## config.mk

```make
export PLATFORM = sky130hd
export DESIGN_NAME = serial_latched_driver
export DESIGN_NICKNAME = d
export VERILOG_FILES = /design/src/include/drv_pkg.sv /design/src/latch_bank.sv /design/src/serial_latched_driver.sv
export SDC_FILE = /design/constraint.sdc
export NUM_CORES = 1
export LEC_CHECK = 0
export BUFFER_PORTS_ARGS = -buffer_cell sky130_fd_sc_hd__buf_4
export CAP_MARGIN = 30
export CORE_MARGIN = 1
export CORE_UTILIZATION = 52
export CTS_CLUSTER_SIZE = 10
export DETAILED_ROUTE_END_ITERATION = 6
export HOLD_SLACK_MARGIN = 0.12
export PLACE_DENSITY = 0.76
export SYNTH_ARGS = -nofsm -noshare
export SYNTH_HDL_FRONTEND = slang
export SYNTH_SLANG_ARGS = --single-unit
export TNS_END_PERCENT = 100
```

## constraint.sdc

```tcl
create_clock -name clk_i -period 0.8 [get_ports clk_i]
set_input_delay 0.04 -clock clk_i [delete_from_list [all_inputs] [get_ports clk_i]]
set_output_delay 0.04 -clock clk_i [all_outputs]
set_load 0.03 [all_outputs]
```

## src/include/drv_pkg.sv

```systemverilog
// constants shared by the serial-in latched driver logic
// assumes a single 50 MHz system clock; host lines arrive synchronous to it
package drv_pkg;

   // number of shift stages, latches and driver outputs
   localparam int unsigned STAGES        = 10;

   // system clock
   localparam int unsigned CLK_PERIOD_NS = 20;

   // reset values of control flops
   localparam logic        SCLK_RST      = 1'h0;
   localparam logic        RST_ACTIVE    = 1'h0;
   localparam logic        RST_RELEASED  = 1'h1;
   localparam logic        DRIVE_RST     = 1'h0;
   localparam logic        SINK_RST      = 1'h1;

endpackage : drv_pkg

```

## src/latch_bank.sv

```systemverilog
// bank of level-controlled holding latches, one per shift stage
// assumes load_i is synchronous to clk_i; contents are not reset
`timescale 1ns/1ns
`default_nettype none

module latch_bank #(
   parameter int unsigned WIDTH = drv_pkg::STAGES
) (
   // clock
   input  wire logic             clk_i,
   // load control and data
   input  wire logic             load_i,
   input  wire logic [WIDTH-1:0] d_i,
   // held contents
   output logic      [WIDTH-1:0] q_o
);

   // refuse a bank without stages at elaboration
   if (WIDTH < 1) begin : g_width_check
      $error("latch_bank: WIDTH must be at least 1");
   end

   // ----------------------------------------------------------------
   // one latch per stage
   // ----------------------------------------------------------------
   logic [WIDTH-1:0] q_r;
   logic [WIDTH-1:0] q_nxt;

   genvar g;
   generate
      for (g = 0; g < WIDTH; g++) begin : g_bit
         always_comb begin
            q_nxt[g] = load_i ? d_i[g] : q_r[g];
         end

         always_ff @(posedge clk_i) begin
            q_r[g] <= q_nxt[g];
         end
      end
   endgenerate

   assign q_o = q_r;

endmodule : latch_bank

`default_nettype wire

```

## src/serial_latched_driver.sv

```systemverilog
// logic of a serial-input, latched output driver with blanking
// assumes sclk_i, sdata_i, strobe_i and blank_i are synchronous to clk_i
// and that the host keeps each sclk_i level for at least one clk_i cycle
//
// Function
// - ten shift stages, latches and outputs each
// - serial input captured on serial clock rise
// - stages shift forward; last stage cascades out
// - strobe high copies stages; low holds latches
// - latches stay transparent while strobe stays high
// - blanking forces every output low, sinks on
// - blanking never disturbs stored latch contents
// - unblanked outputs follow their own latch
`timescale 1ns/1ns
`default_nettype none

module serial_latched_driver #(
   parameter int unsigned WIDTH = drv_pkg::STAGES
) (
   // clock and reset
   input  wire logic             clk_i,
   input  wire logic             nrst_i,
   // host serial lines
   input  wire logic             sclk_i,
   input  wire logic             sdata_i,
   input  wire logic             strobe_i,
   input  wire logic             blank_i,
   // cascade serial output
   output logic                  sout_o,
   // driver controls: source on per output, pull-down on per output
   output logic      [WIDTH-1:0] drive_o,
   output logic      [WIDTH-1:0] sink_o
);

   // the shift path needs at least two stages
   if (WIDTH < 2) begin : g_width_check
      $error("serial_latched_driver: WIDTH must be at least 2");
   end

   // ----------------------------------------------------------------
   // reset release through two flops
   // ----------------------------------------------------------------
   logic rst_meta_r;
   logic rst_n_r;

   always_ff @(posedge clk_i or negedge nrst_i) begin
      if (!nrst_i) begin
         rst_meta_r <= drv_pkg::RST_ACTIVE;
         rst_n_r    <= drv_pkg::RST_ACTIVE;
      end else begin
         rst_meta_r <= drv_pkg::RST_RELEASED;
         rst_n_r    <= rst_meta_r;
      end
   end

   // ----------------------------------------------------------------
   // serial clock rise detection
   // ----------------------------------------------------------------
   logic sclk_prev_r;
   logic sclk_prev_nxt;
   logic rise;

   always_comb begin
      sclk_prev_nxt = sclk_i;
      rise          = sclk_i & ~sclk_prev_r;
   end

   always_ff @(posedge clk_i or negedge rst_n_r) begin
      if (!rst_n_r) begin
         sclk_prev_r <= drv_pkg::SCLK_RST;
      end else begin
         sclk_prev_r <= sclk_prev_nxt;
      end
   end

   // ----------------------------------------------------------------
   // shift register
   // ----------------------------------------------------------------
   // stage contents are deliberately not reset: the host must shift in
   // and strobe known data before the outputs mean anything
   logic [WIDTH-1:0] shift_r;
   logic [WIDTH-1:0] shift_nxt;

   always_comb begin
      if (rise) begin
         shift_nxt = {shift_r[WIDTH-2:0], sdata_i};
      end else begin
         shift_nxt = shift_r;
      end
   end

   always_ff @(posedge clk_i) begin
      shift_r <= shift_nxt;
   end

   // last stage goes straight out for cascading
   assign sout_o = shift_r[WIDTH-1];

   // ----------------------------------------------------------------
   // latches
   // ----------------------------------------------------------------
   // the bank samples the stages on every cycle that strobe is high, so
   // shifting under a high strobe keeps flowing into the latches;
   // blanking has no path into the bank at all
   logic [WIDTH-1:0] latch_q;

   latch_bank #(
      .WIDTH (WIDTH)
   ) u_latch (
      .clk_i  (clk_i),
      .load_i (strobe_i),
      .d_i    (shift_r),
      .q_o    (latch_q)
   );

   // ----------------------------------------------------------------
   // output drivers
   // ----------------------------------------------------------------
   // with strobe tied high the outputs would show partial data while
   // shifting; the host covers that by blanking meanwhile
   logic [WIDTH-1:0] drive_r;
   logic [WIDTH-1:0] drive_nxt;
   logic [WIDTH-1:0] sink_r;
   logic [WIDTH-1:0] sink_nxt;

   always_comb begin
      if (blank_i) begin
         drive_nxt = '0;
         sink_nxt  = '1;
      end else begin
         drive_nxt = latch_q;
         sink_nxt  = ~latch_q;
      end
   end

   always_ff @(posedge clk_i or negedge rst_n_r) begin
      if (!rst_n_r) begin
         drive_r <= {WIDTH{drv_pkg::DRIVE_RST}};
         sink_r  <= {WIDTH{drv_pkg::SINK_RST}};
      end else begin
         drive_r <= drive_nxt;
         sink_r  <= sink_nxt;
      end
   end

   assign drive_o = drive_r;
   assign sink_o  = sink_r;

   // ----------------------------------------------------------------
   // assertion helpers
   // ----------------------------------------------------------------
   // stages and latches power up undefined; checks that compare stored
   // data wait until those bits have really been shifted in and strobed
   logic [WIDTH-1:0] known_r;
   logic [WIDTH-1:0] known_nxt;
   logic             loaded_r;
   logic             loaded_nxt;

   always_comb begin
      known_nxt  = known_r;
      loaded_nxt = loaded_r;
      if (rise) begin
         known_nxt = {known_r[WIDTH-2:0], 1'h1};
      end
      if (strobe_i && known_r[WIDTH-1]) begin
         loaded_nxt = 1'h1;
      end
   end

   always_ff @(posedge clk_i or negedge rst_n_r) begin
      if (!rst_n_r) begin
         known_r  <= '0;
         loaded_r <= 1'h0;
      end else begin
         known_r  <= known_nxt;
         loaded_r <= loaded_nxt;
      end
   end
endmodule : serial_latched_driver

`default_nettype wire
```

# Word-level counts from Yosys, hierarchy flattened
# Index checks and enable logic that the tools add are counted.
totals:
  ff_bits: 43
  inputBits: 6
  output_inout_bits: 21
  wordCells: 21
classes:
  n_mux: 2
  bitwise_logic: 3
op_table:
  columns: ["op", "count"]
  rows:
  - ["$mux 10", 2]
  - ["$not 10->10", 1]
  - ["$and 1x1->1", 1]
  - ["$not 1->1", 1]

# Logic depth before layout (Yosys ltp)
# Gate-level depths: netlist of the first run.
logic_depth:
  depth_word: 2
  ltp_mapped: 2
  ltp_nobuf: 1

# Modules after synthesis
# Synthesis of the first run repeated with hierarchy kept, for this count alone.
unflattened:
  cells_unflattened: 67
  area_unflattened_um2: 1378.8
modules_own_cells:
  columns: ["module", "n_inst", "cells_each", "area_per_inst_um2", "seq_area_each_um2"]
  rows:
  - ["serial_latched_driver", 1, 57, 1078.5, 888.4]
  - ["latch_bank", 1, 10, 300.3, 300.3]

# Least setup slack after synthesis of the first run
# No wires, ideal clock.
synth_path:
  path_type: "register to register"
  startpoint: "reg sclk_prev_r"
  endpoint: "reg shift_r[0], enable pin"
  setup_ps: 377
  arrival_time_ps: 832
  t_required_ps: 423
  slack_ps: -410
  path_stages_with_launch: 2
  path_buffers: 0
  synth_period_minus_slack_ps: 1210
  path_cell_list: "dfrtp_1 nor2b_1"
synth_via:
  elab_chain_cells: 2
synth_lines:
  columns: ["item", "line_no", "source"]
  rows:
  - ["from (decl)", "serial_latched_driver.sv:59", "logic sclk_prev_r;"]
  - ["from (signal assigned)", "serial_latched_driver.sv:70", "sclk_prev_r <= drv_pkg::SCLK_RST;"]
  - ["from (signal assigned)", "serial_latched_driver.sv:72", "sclk_prev_r <= sclk_prev_nxt;"]
  - ["$not 1->1", "serial_latched_driver.sv:65", "rise = sclk_i & ~sclk_prev_r;"]
  - ["$and 1x1->1", "serial_latched_driver.sv:65", null]
  - ["named net rise", "serial_latched_driver.sv:61", "logic rise;"]
  - ["to (signal assigned)", "serial_latched_driver.sv:93", "shift_r <= shift_nxt;"]
  - ["to (decl)", "serial_latched_driver.sv:81", "logic [WIDTH-1:0] shift_r;"]
# The timed path passes the listed nets, and every way through them passes these cells.
# A chain may end at the register's enable or synchronous reset.

# Worst setup path in the final report of the first run
layout_path:
  startpoint: "reg sink_r[5], in the netlist sink_o[5]"
  endpoint: "out sink_o[5]"
layout_lines:
  columns: ["item", "line_no", "source"]
  rows:
  - ["from (decl)", "serial_latched_driver.sv:123", "logic [WIDTH-1:0] sink_r;"]
  - ["from (signal assigned)", "serial_latched_driver.sv:139", "sink_r <= {WIDTH{drv_pkg::SINK_RST}};"]
  - ["from (signal assigned)", "serial_latched_driver.sv:142", "sink_r <= sink_nxt;"]
  - ["to (decl)", "serial_latched_driver.sv:32", "output logic [WIDTH-1:0] sink_o"]
# No word-level cell between the ends.

==> flow_metrics.py, run 1 <==
metrics = {
    "drt": {
        "drt-wirelength-per-cell_um": 13.39,
        "dr.pass1.iters": 2,
        "vias": 649,
        "viasPerCell": 4.636,
        "drc_errors": 0,
        "ant_nets": 0,
        "drt_iter0_drc": 12,
        "drt-total-wl_um": 1874,
    },
    "global_route": {
        "track_usage_pct": 16.42,
        "grt_pass1_wl_um": 2939,
        "grt_start_max_net_pins": 21,
        "grt_pass1_vias": 630,
        "grt-ovfl-total": 0,
        "antenna_found_initial": 0,
    },
    "run": {
        "drv_cap": 0,
    },
    "finish": {
        "final_cell_area_um2": 1858,
        "nNetsFinal": 115,
        "n_antenna_cell": 0,
        "multi_input_area_um2": 188.9,
        "area_growth_pct": 34.75,
        "final_common_cell": "buf_6",
        "post-route-util_pct": 74.32,
        "drive_gt1_share_pct": 54.55,
        "fin_cells": 140,
        "fillers": 151,
        "seqCellArea_um2": 1190,
        "final_cell_mix": "buf_6 (21), edfxtp_1 (20), dfrtp_1 (12)",
    },
    "critical_path": {
        "slowest_stage": "dfstp_2",
        "start_kind": "register",
        "reg2reg_from": "sclk_prev_r$_DFF_PN0_",
        "cp.arrival_ps": 1010,
        "crit_family": "flip-flops",
        "path_cells": "buf_6",
        "regToRegSetupSlack_ps": -140,
        "max_stage_delay_ps": 550,
        "cp-end-kind": "output port",
        "worst_r2r_path_depth": 1,
        "cp.required_ps": 760,
        "critical_path_class": "register to output port",
        "r2r_end": "shift_r[9]$_DFFE_PP_",
        "cp_max_fo": 1,
        "timing.critical_path.buf_inv": 1,
    },
    "synthesis": {
        "ys_seq_elements": 43,
        "ys_top_cells_by_area": "edfxtp_1 (44%), dfrtp_1 (24%), dfstp_2 (19%)",
        "yosysTopAreaCell": "edfxtp_1",
        "ys_types": 9,
        "yosysSeqAreaShare_pct": 86.21,
        "synth_area_um2": 1379,
        "mappedNetlistNets": 73,
        "syn_area_per_cell_um2": 20.58,
        "ys_warn_count": 0,
        "yosysTopAreaCellShare_pct": 43.56,
        "synth_cells": 67,
    },
    "timing": {
        "fin_skew_ps": 9.441,
        "hold_slack_ps": 129.7,
        "setup_tns_ps": -4830,
        "maxSlewViolCount": 0,
        "max_freq_mhz": 955.4,
        "layout_min_cycle_time_ps": 1047,
        "fin_ws_ps": -246.7,
        "fin_crit_sh_pct": 130.8,
        "hold_viol": 0,
        "setup-violations-final": 32,
        "rsz0062_at_grt": "yes",
    },
    "floorplan": {
        "placeableCoreArea_um2": 2500,
        "initial_core_util_pct": 55.16,
        "fp.dieW_um": 53.50,
        "die_y_um": 53.50,
        "fp-row-count": 18,
        "die-area_um2": 2862,
        "ios": 27,
    },
    "power_and_ir_drop": {
        "p_leak_nw": 0.7695,
        "p_per_area_nw_per_um2": 2110,
        "ir_drop_mv": 1.542,
        "finalPower_mw": 3.920,
    },
    "placement": {
        "hpwlAfterDp_um": 1117,
        "port_buffers": 26,
        "placed_cells": 123,
        "place_congestion": 0.6850,
        "place_area_um2": 1624,
        "pre_cts_slack_ps": -170.7,
    },
    "cts": {
        "cts_inserted_buffers": 5,
        "cts_hold_buffers": 7,
        "clock_latency_ps": 330,
        "cts_max_path_buffers": 2,
        "cts_tree": "built",
        "cts_sinks": 43,
        "clk_pin_slew_worst_paths_ps": 120,
        "htree_levels": 2,
        "root_buffer": "clkbuf_4",
    },
    "run_status": {
        "failed_checks": "setup timing",
        "status": "finished, violations left",
    },
    "min_path": {
        "hold_end": "shift_r[3]$_DFFE_PP_",
        "worstHoldPathCells": 2,
        "min_path_type": "primary input to register",
        "hold_start": "sclk_i",
    },
}
-- where the power goes --
| group | leakage, nW | switching (mW) | internal [mW] |
|---|---|---|---|
| sequential | 0.460 | 0.0509 | 2.44 |
| clock | 0.0319 | 0.630 | 0.419 |
| combinational | 0.278 | 0.198 | 0.186 |
| total | 0.769 | 0.879 | 3.04 |
-- synthesized netlist by cell type, drive strengths merged --
| cell | number |
|---|---|
| nand2b | 10 |
| dfrtp | 13 |
| buf | 2 |
| conb | 1 |
| dfstp | 10 |
| edfxtp | 20 |
| nor2b | 11 |
-- repair_timing --
item,in CTS,in global routing
pin swaps,0,0
cloned,1,0
buffers inserted,1,0
endpoints found under the setup margin,31,32
hold endpoints to repair,40,5
resized for setup,22,1
-- how the worst max path moves through the flow --
stage / startpoint / end / slack (ps) / cells past startpoint
2_1_floorplan: sclk_prev_r$_DFF_PN0_ / shift_r[0]$_DFFE_PP_ / -120 / 1
3_3_place_gp: sclk_prev_r$_DFF_PN0_ / shift_r[7]$_DFFE_PP_ / -160 / 1
3_5_place_dp: sclk_prev_r$_DFF_PN0_ / shift_r[7]$_DFFE_PP_ / -170 / 1
4_1_cts: sink_o[6]$_DFF_PN1_ / sink_o[6] / -260 / 1
5_1_grt: sink_o[2]$_DFF_PN1_ / sink_o[2] / -290 / 1
6_report: sink_o[5]$_DFF_PN1_ / sink_o[5] / -250 / 1
-- final cells by class --
class                      instances  share of cell area (%)
timing repair buffer              36                   20.40
clock inverter                     2                  0.6061
clock buffer                       6                   2.761
tap                               30                   2.020
sequential                        43                   64.04
multi-input combinational         23                   10.17
-- layer usage --
metal	track usage, %	part of all wire [%]	up-vias
met2	26.25	54	16
met4	9.211	1.6	0
met1	18.82	41	323
met3	6.034	3.3	5
li1	-	-	305
met5	0	0	-
-- logic make-up after synthesis --
family                 Yosys count  synth area share (%)
buffers and inverters            2                 1.633
DFF                             43                 86.21
other                            1                0.2720
and+or+nand+nor                 21                 11.89
-- flip-flops by register name, summed over array words and instances (netlist names) --
signal / cells
shift_r: 10
drive_o: 10
rst_meta_r: 1
u_latch.q_o: 10
rst_n_r: 1
sclk_prev_r: 1
sink_o: 10
Power figures use the tool's default switching activity.
==> inputs of run 2 (changes only) <==
==> constraint.sdc (replaced) <==
create_clock -name clk_i -period 0.8 [get_ports clk_i]
set_input_delay 0.04 -clock clk_i [delete_from_list [all_inputs] [get_ports clk_i]]
set_output_delay 0.04 -clock clk_i [all_outputs]
set_load 0.1 [all_outputs]
==> flow_metrics.py, run 2 (synthesis gave the netlist of run 1 again) <==
metrics = {
    "cts": {
        "cts_sinks": 43,
        "cts_tree": "built",
        "clk_pin_slew_worst_paths_ps": 120,
        "cts_inserted_buffers": 5,
        "clock_latency_ps": 340,
        "htree_levels": 2,
        "root_buffer": "clkbuf_4",
        "cts_hold_buffers": 6,
        "cts_max_path_buffers": 2,
    },
    "drt": {
        "drt_iter0_drc": 2,
        "viasPerCell": 4.755,
        "ant_nets": 0,
        "dr.pass1.iters": 4,
        "vias": 661,
        "drt-total-wl_um": 2124,
        "drt-wirelength-per-cell_um": 15.28,
        "drc_errors": 0,
    },
    "floorplan": {
        "die_y_um": 53.50,
        "fp.dieW_um": 53.50,
        "placeableCoreArea_um2": 2500,
        "initial_core_util_pct": 55.16,
        "die-area_um2": 2862,
        "fp-row-count": 18,
        "ios": 27,
    },
    "finish": {
        "drive_gt1_share_pct": 62.39,
        "final_common_cell": "edfxtp_1",
        "area_growth_pct": 46.46,
        "final_cell_area_um2": 2019,
        "n_antenna_cell": 0,
        "fin_cells": 139,
        "nNetsFinal": 114,
        "post-route-util_pct": 80.78,
        "final_cell_mix": "edfxtp_1 (20), buf_12 (15), nor2b_2 (10), dfrtp_2 (10), dfstp_4 (10)",
    },
    "power_and_ir_drop": {
        "p_leak_nw": 0.8064,
        "pwr-share-seq_pct": 59.8,
        "intPower_mw": 3.056,
        "power.share.switching_pct": 27.51,
        "combinationalPowerShare_pct": 17.4,
        "p_sw_mw": 1.160,
        "ir_drop_mv": 1.838,
        "p_per_area_nw_per_um2": 2088,
        "p_clk_share_pct": 22.9,
    },
    "critical_path": {
        "cp.required_ps": 760,
        "cp.arrival_ps": 1160,
        "cp_max_fo": 1,
        "reg2reg_from": "sclk_prev_r$_DFF_PN0_",
        "critical_path_class": "register to output port",
        "crit_family": "flip-flops",
        "slowest_stage": "dfstp_4",
        "path_cells": "buf_12",
        "timing.critical_path.buf_inv": 1,
        "max_stage_delay_ps": 640,
        "crit_start": "sink_o[7]$_DFF_PN1_",
        "start_kind": "register",
        "cp-end-kind": "output port",
    },
    "run_status": {
        "failed_checks": "setup timing",
        "status": "finished, violations left",
    },
    "placement": {
        "place_area_um2": 1674,
        "port_buffers": 26,
        "placed_cells": 123,
        "place_congestion": 0.6707,
        "hpwlAfterDp_um": 1243,
    },
    "global_route": {
        "grt_pass1_wl_um": 3180,
        "track_usage_pct": 17.95,
        "grt-ovfl-total": 0,
        "antenna_found_initial": 0,
        "grt_start_max_net_pins": 21,
        "grt_pass1_vias": 644,
    },
    "timing": {
        "setup-violations-final": 31,
        "layout_min_cycle_time_ps": 1197,
        "fin_skew_ps": 8.514,
        "rsz0062_at_grt": "yes",
        "hold_viol": 0,
        "maxSlewViolCount": 0,
        "fin_crit_sh_pct": 149.6,
        "fin_ws_ps": -396.7,
        "max_freq_mhz": 835.7,
    },
    "run": {
        "drv_cap": 0,
    },
    "min_path": {
        "min_path_type": "register to async pin",
    },
}
-- run 2: changes by cell type in the layout (fill, tap and decap cells not counted), sizes merged --
cell         delta
clkbuf          +1
clkinvlp        -1
buf             +1
nor2b           -1
dlygate4sd3     -1
-- run 2: worst register-to-register path: cells and delay by family (launching register included) --
family	cells	cell delay, ps
DFF	1	410
and+or+nand+nor	1	140
buffers and inverters	1	130
-- run 2: power groups by stage --
stage                     clock network [mW]  logic (mW)  registers [mW]
after floorplan                            0      0.0743            2.92
after global placement                     0       0.585            2.53
after detailed placement                   0       0.595            2.54
after CTS                              0.996       0.720            2.52
after global routing                    1.08       0.757            2.53
final                                  0.964       0.732            2.52
-- run 2: cell type report --
type / count / area [um^2]
clock buffer: 7 / 45.04
timing repair buffer: 36 / 518.0
fill: 125 / 480.5
tap: 30 / 37.54
sequential: 43 / 1239
clock inverter: 1 / 5.005
multi-input combinational: 22 / 175.2
-- run 2: final timing paths --
kind,endpoint,slack [ps],depth (start not counted)
max,sink_o[7],-400,1
min,sclk_prev_r$_DFF_PN0_,80,0
max reg2reg,shift_r[5]$_DFFE_PP_,-150,2
min reg2reg,sclk_prev_r$_DFF_PN0_,80,0
max in group asynchronous,rst_n_r$_DFF_PN0_,130,3
min in group clk_i,shift_r[3]$_DFFE_PP_,190,3
-- run 2: through the flow --
stage / power (mW) / hold slack [ps] / TNS [ps] / setup slack, ps
finish: 4.216 / 81.27 / -7181 / -396.7
global route: 4.369 / 98.02 / -8369 / -448.8
CTS: 4.234 / 83.84 / -7571 / -417.9
detailed placement: 3.134 / -176.2 / -3001 / -196.7
global placement: 3.117 / -177.7 / -2570 / -157.7
floorplan: 2.995 / -255.6 / -1835 / -445.3
-- run 2: metal layers --
layer	vias up	part of all wire, %	wire (um)	track usage [%]
met2	20	53	1122	27.50
met3	9	3.9	82	8.621
li1	303	-	-	-
met5	-	0	0	0
met4	0	3.7	79	9.649
met1	329	40	839	20.51
-- run 2: what timing repair did --
item | 4_1_cts | 5_1_grt
buffers inserted | 2 | 0
gates resized for setup | 49 | 5
hold endpoints to repair | 36 | 2
pin swaps | 0 | 0
setup endpoints to repair | 31 | 31
cloned | 0 | 0
==> inputs of run 3 (changes only) <==
ABC_AREA = 1   (was default)
CORE_UTILIZATION = 30   (was 52)
PLACE_DENSITY = default   (was 0.76)
==> flow_metrics.py, run 3 <==
metrics = {
    "floorplan": {
        "fp.dieW_um": 68.52,
        "die_y_um": 68.52,
        "placeableCoreArea_um2": 4115,
        "die-area_um2": 4695,
        "initial_core_util_pct": 32.26,
        "fp-row-count": 23,
        "ios": 27,
    },
    "critical_path": {
        "crit_start": "sink_o[0]$_DFF_PN1_",
        "worst_r2r_path_depth": 2,
        "path_cells": "buf_12",
        "cp.arrival_ps": 1090,
        "crit_family": "flip-flops",
        "max_stage_delay_ps": 630,
        "cp-end-kind": "output port",
        "start_kind": "register",
        "cp_max_fo": 1,
        "reg2reg_from": "sclk_prev_r$_DFF_PN0_",
        "regToRegSetupSlack_ps": -150,
        "timing.critical_path.buf_inv": 1,
        "critical_path_class": "register to output port",
        "r2r_end": "shift_r[0]$_DFFE_PP_",
        "slowest_stage": "dfstp_4",
        "cp.required_ps": 760,
    },
    "drt": {
        "viasPerCell": 3.859,
        "dr.pass1.iters": 2,
        "ant_nets": 0,
        "vias": 656,
        "drt_iter0_drc": 36,
        "drc_errors": 0,
        "drt-total-wl_um": 1787,
        "drt-wirelength-per-cell_um": 10.51,
    },
    "finish": {
        "drive_gt1_share_pct": 49.17,
        "nNetsFinal": 125,
        "area_growth_pct": 57.59,
        "final_common_cell": "edfxtp_1",
        "final_cell_mix": "edfxtp_1 (20), buf_12 (16), inv_1 (11)",
        "fillers": 345,
        "n_antenna_cell": 0,
    },
    "timing": {
        "fin_skew_ps": 4.194,
        "fin_ws_ps": -329.1,
        "rsz0062_at_grt": "yes",
        "maxSlewViolCount": 0,
        "fin_crit_sh_pct": 141.1,
        "max_freq_mhz": 885.7,
        "setup-violations-final": 31,
        "hold_slack_ps": 197.6,
        "hold_viol": 0,
        "layout_min_cycle_time_ps": 1129,
    },
    "cts": {
        "cts_inserted_buffers": 5,
        "clock_latency_ps": 290,
        "root_buffer": "clkbuf_8",
        "htree_levels": 2,
        "cts_max_path_buffers": 2,
        "clk_pin_slew_worst_paths_ps": 80,
        "cts_tree": "built",
        "cts_sinks": 43,
    },
    "synthesis": {
        "synth_area_um2": 1328,
        "ys_types": 9,
        "syn_area_per_cell_um2": 17.02,
        "mappedNetlistNets": 84,
        "synthMostInstantiatedCell": "edfxtp_1",
        "synth_cells": 78,
        "yosysSeqAreaShare_pct": 89.54,
        "ys_async_sr_fraction_pct": 53.49,
        "synth_common_cells": "edfxtp_1 (20), dfrtp_1 (13), inv_1 (11), nor2_1 (11)",
        "yosysTopAreaCellShare_pct": 45.24,
        "ys_seq_elements": 43,
        "synth_ff_type": "edfxtp_1",
        "ys_top_cells_by_area": "edfxtp_1 (45%), dfrtp_1 (25%), dfstp_2 (20%)",
        "ys_warn_count": 0,
        "yosysTopAreaCell": "edfxtp_1",
        "synth_edf_count": 20,
    },
    "placement": {
        "hpwlAfterDp_um": 1237,
        "port_buffers": 26,
        "place_congestion": 0.7118,
    },
    "global_route": {
        "grt_start_max_net_pins": 22,
        "grt_pass1_wl_um": 3029,
        "antenna_found_initial": 0,
        "grt-ovfl-total": 0,
        "grt_pass1_vias": 665,
        "track_usage_pct": 9.755,
    },
    "power_and_ir_drop": {
        "p_per_area_nw_per_um2": 2334,
        "p_leak_nw": 0.8797,
        "finalPower_mw": 4.882,
        "ir_drop_mv": 1.018,
    },
    "min_path": {
        "min_path_type": "register to async pin",
    },
    "run_status": {
        "failed_checks": "setup timing",
        "status": "finished, violations left",
    },
    "run": {
        "drv_cap": 0,
    },
}
-- run 3: cell types whose count changed after synthesis --
cell,change
inv_1,+11
nor2_1,+11
nand2_1,+10
nor2b_2,-10
nand2b_1,-9
buf_6,-1
inv_2,+1
nand2b_4,-1
nor2b_1,-1
-- run 3: cells by family (layout without fill, tap and decap cells) --
family / Yosys count / in the layout / synth area share, %
DFF: 43 / 43 / 89.54
buffers and inverters: 13 / 55 / 4.241
and+or+nand+nor: 21 / 21 / 5.938
other: 1 / 1 / 0.2825
-- run 3: final cells by class --
cell class | count | area (um^2) | area share [%]
Inverter | 12 | 47.55 | 2.273
Clock buffer | 5 | 68.82 | 3.289
Timing Repair Buffer | 35 | 540.5 | 25.84
Sequential cell | 43 | 1239 | 59.21
Tap cell | 50 | 62.56 | 2.990
Clock inverter | 3 | 43.79 | 2.093
Multi-Input combinational cell | 22 | 90.09 | 4.306
-- run 3: worst max-delay path by stage --
stage	endpoint	slack [ps]	depth (start not counted)
after detailed placement	shift_r[5]$_DFFE_PP_	-160	1
after CTS	sink_o[1]	-340	1
after floorplan	u_latch.q_o[9]$_DFFE_PP_	-450	0
after global placement	shift_r[3]$_DFFE_PP_	-130	1
after global routing	sink_o[1]	-370	1
final	sink_o[0]	-330	1
-- run 3: stage by stage --
step	area [um^2]	cells	setup TNS (ps)	worst slack [ps]	utilization, %
final	2092	170	-5920	-329.1	50.84
after global routing	2092	170	-6790	-366.2	50.84
after CTS	2053	171	-7007	-342.9	49.89
after detailed placement	1652	154	-2662	-162.1	40.13
after global placement	1652	154	-2251	-125.4	40.13
after floorplan	1385	78	-1548	-445.3	-
-- run 3: report_power, final --
part,switching (mW),internal (mW)
Clock,0.714,0.928
Combinational,0.474,0.251
Sequential,0.0616,2.45
-- run 3: timing repair --
item,in CTS,in global routing
pin swaps,1,1
gates resized for setup,44,16
buffers inserted,2,0
hold endpoints to repair,32,0
gates cloned,1,0
hold buffers,6,0
endpoints found under the setup margin,31,34
-- run 3: metal layers --
layer  track usage, %  routed length, um
met1            10.85                712
met2            14.71                916
met3            5.428                128
met4            5.469                 30
met5                0                  0
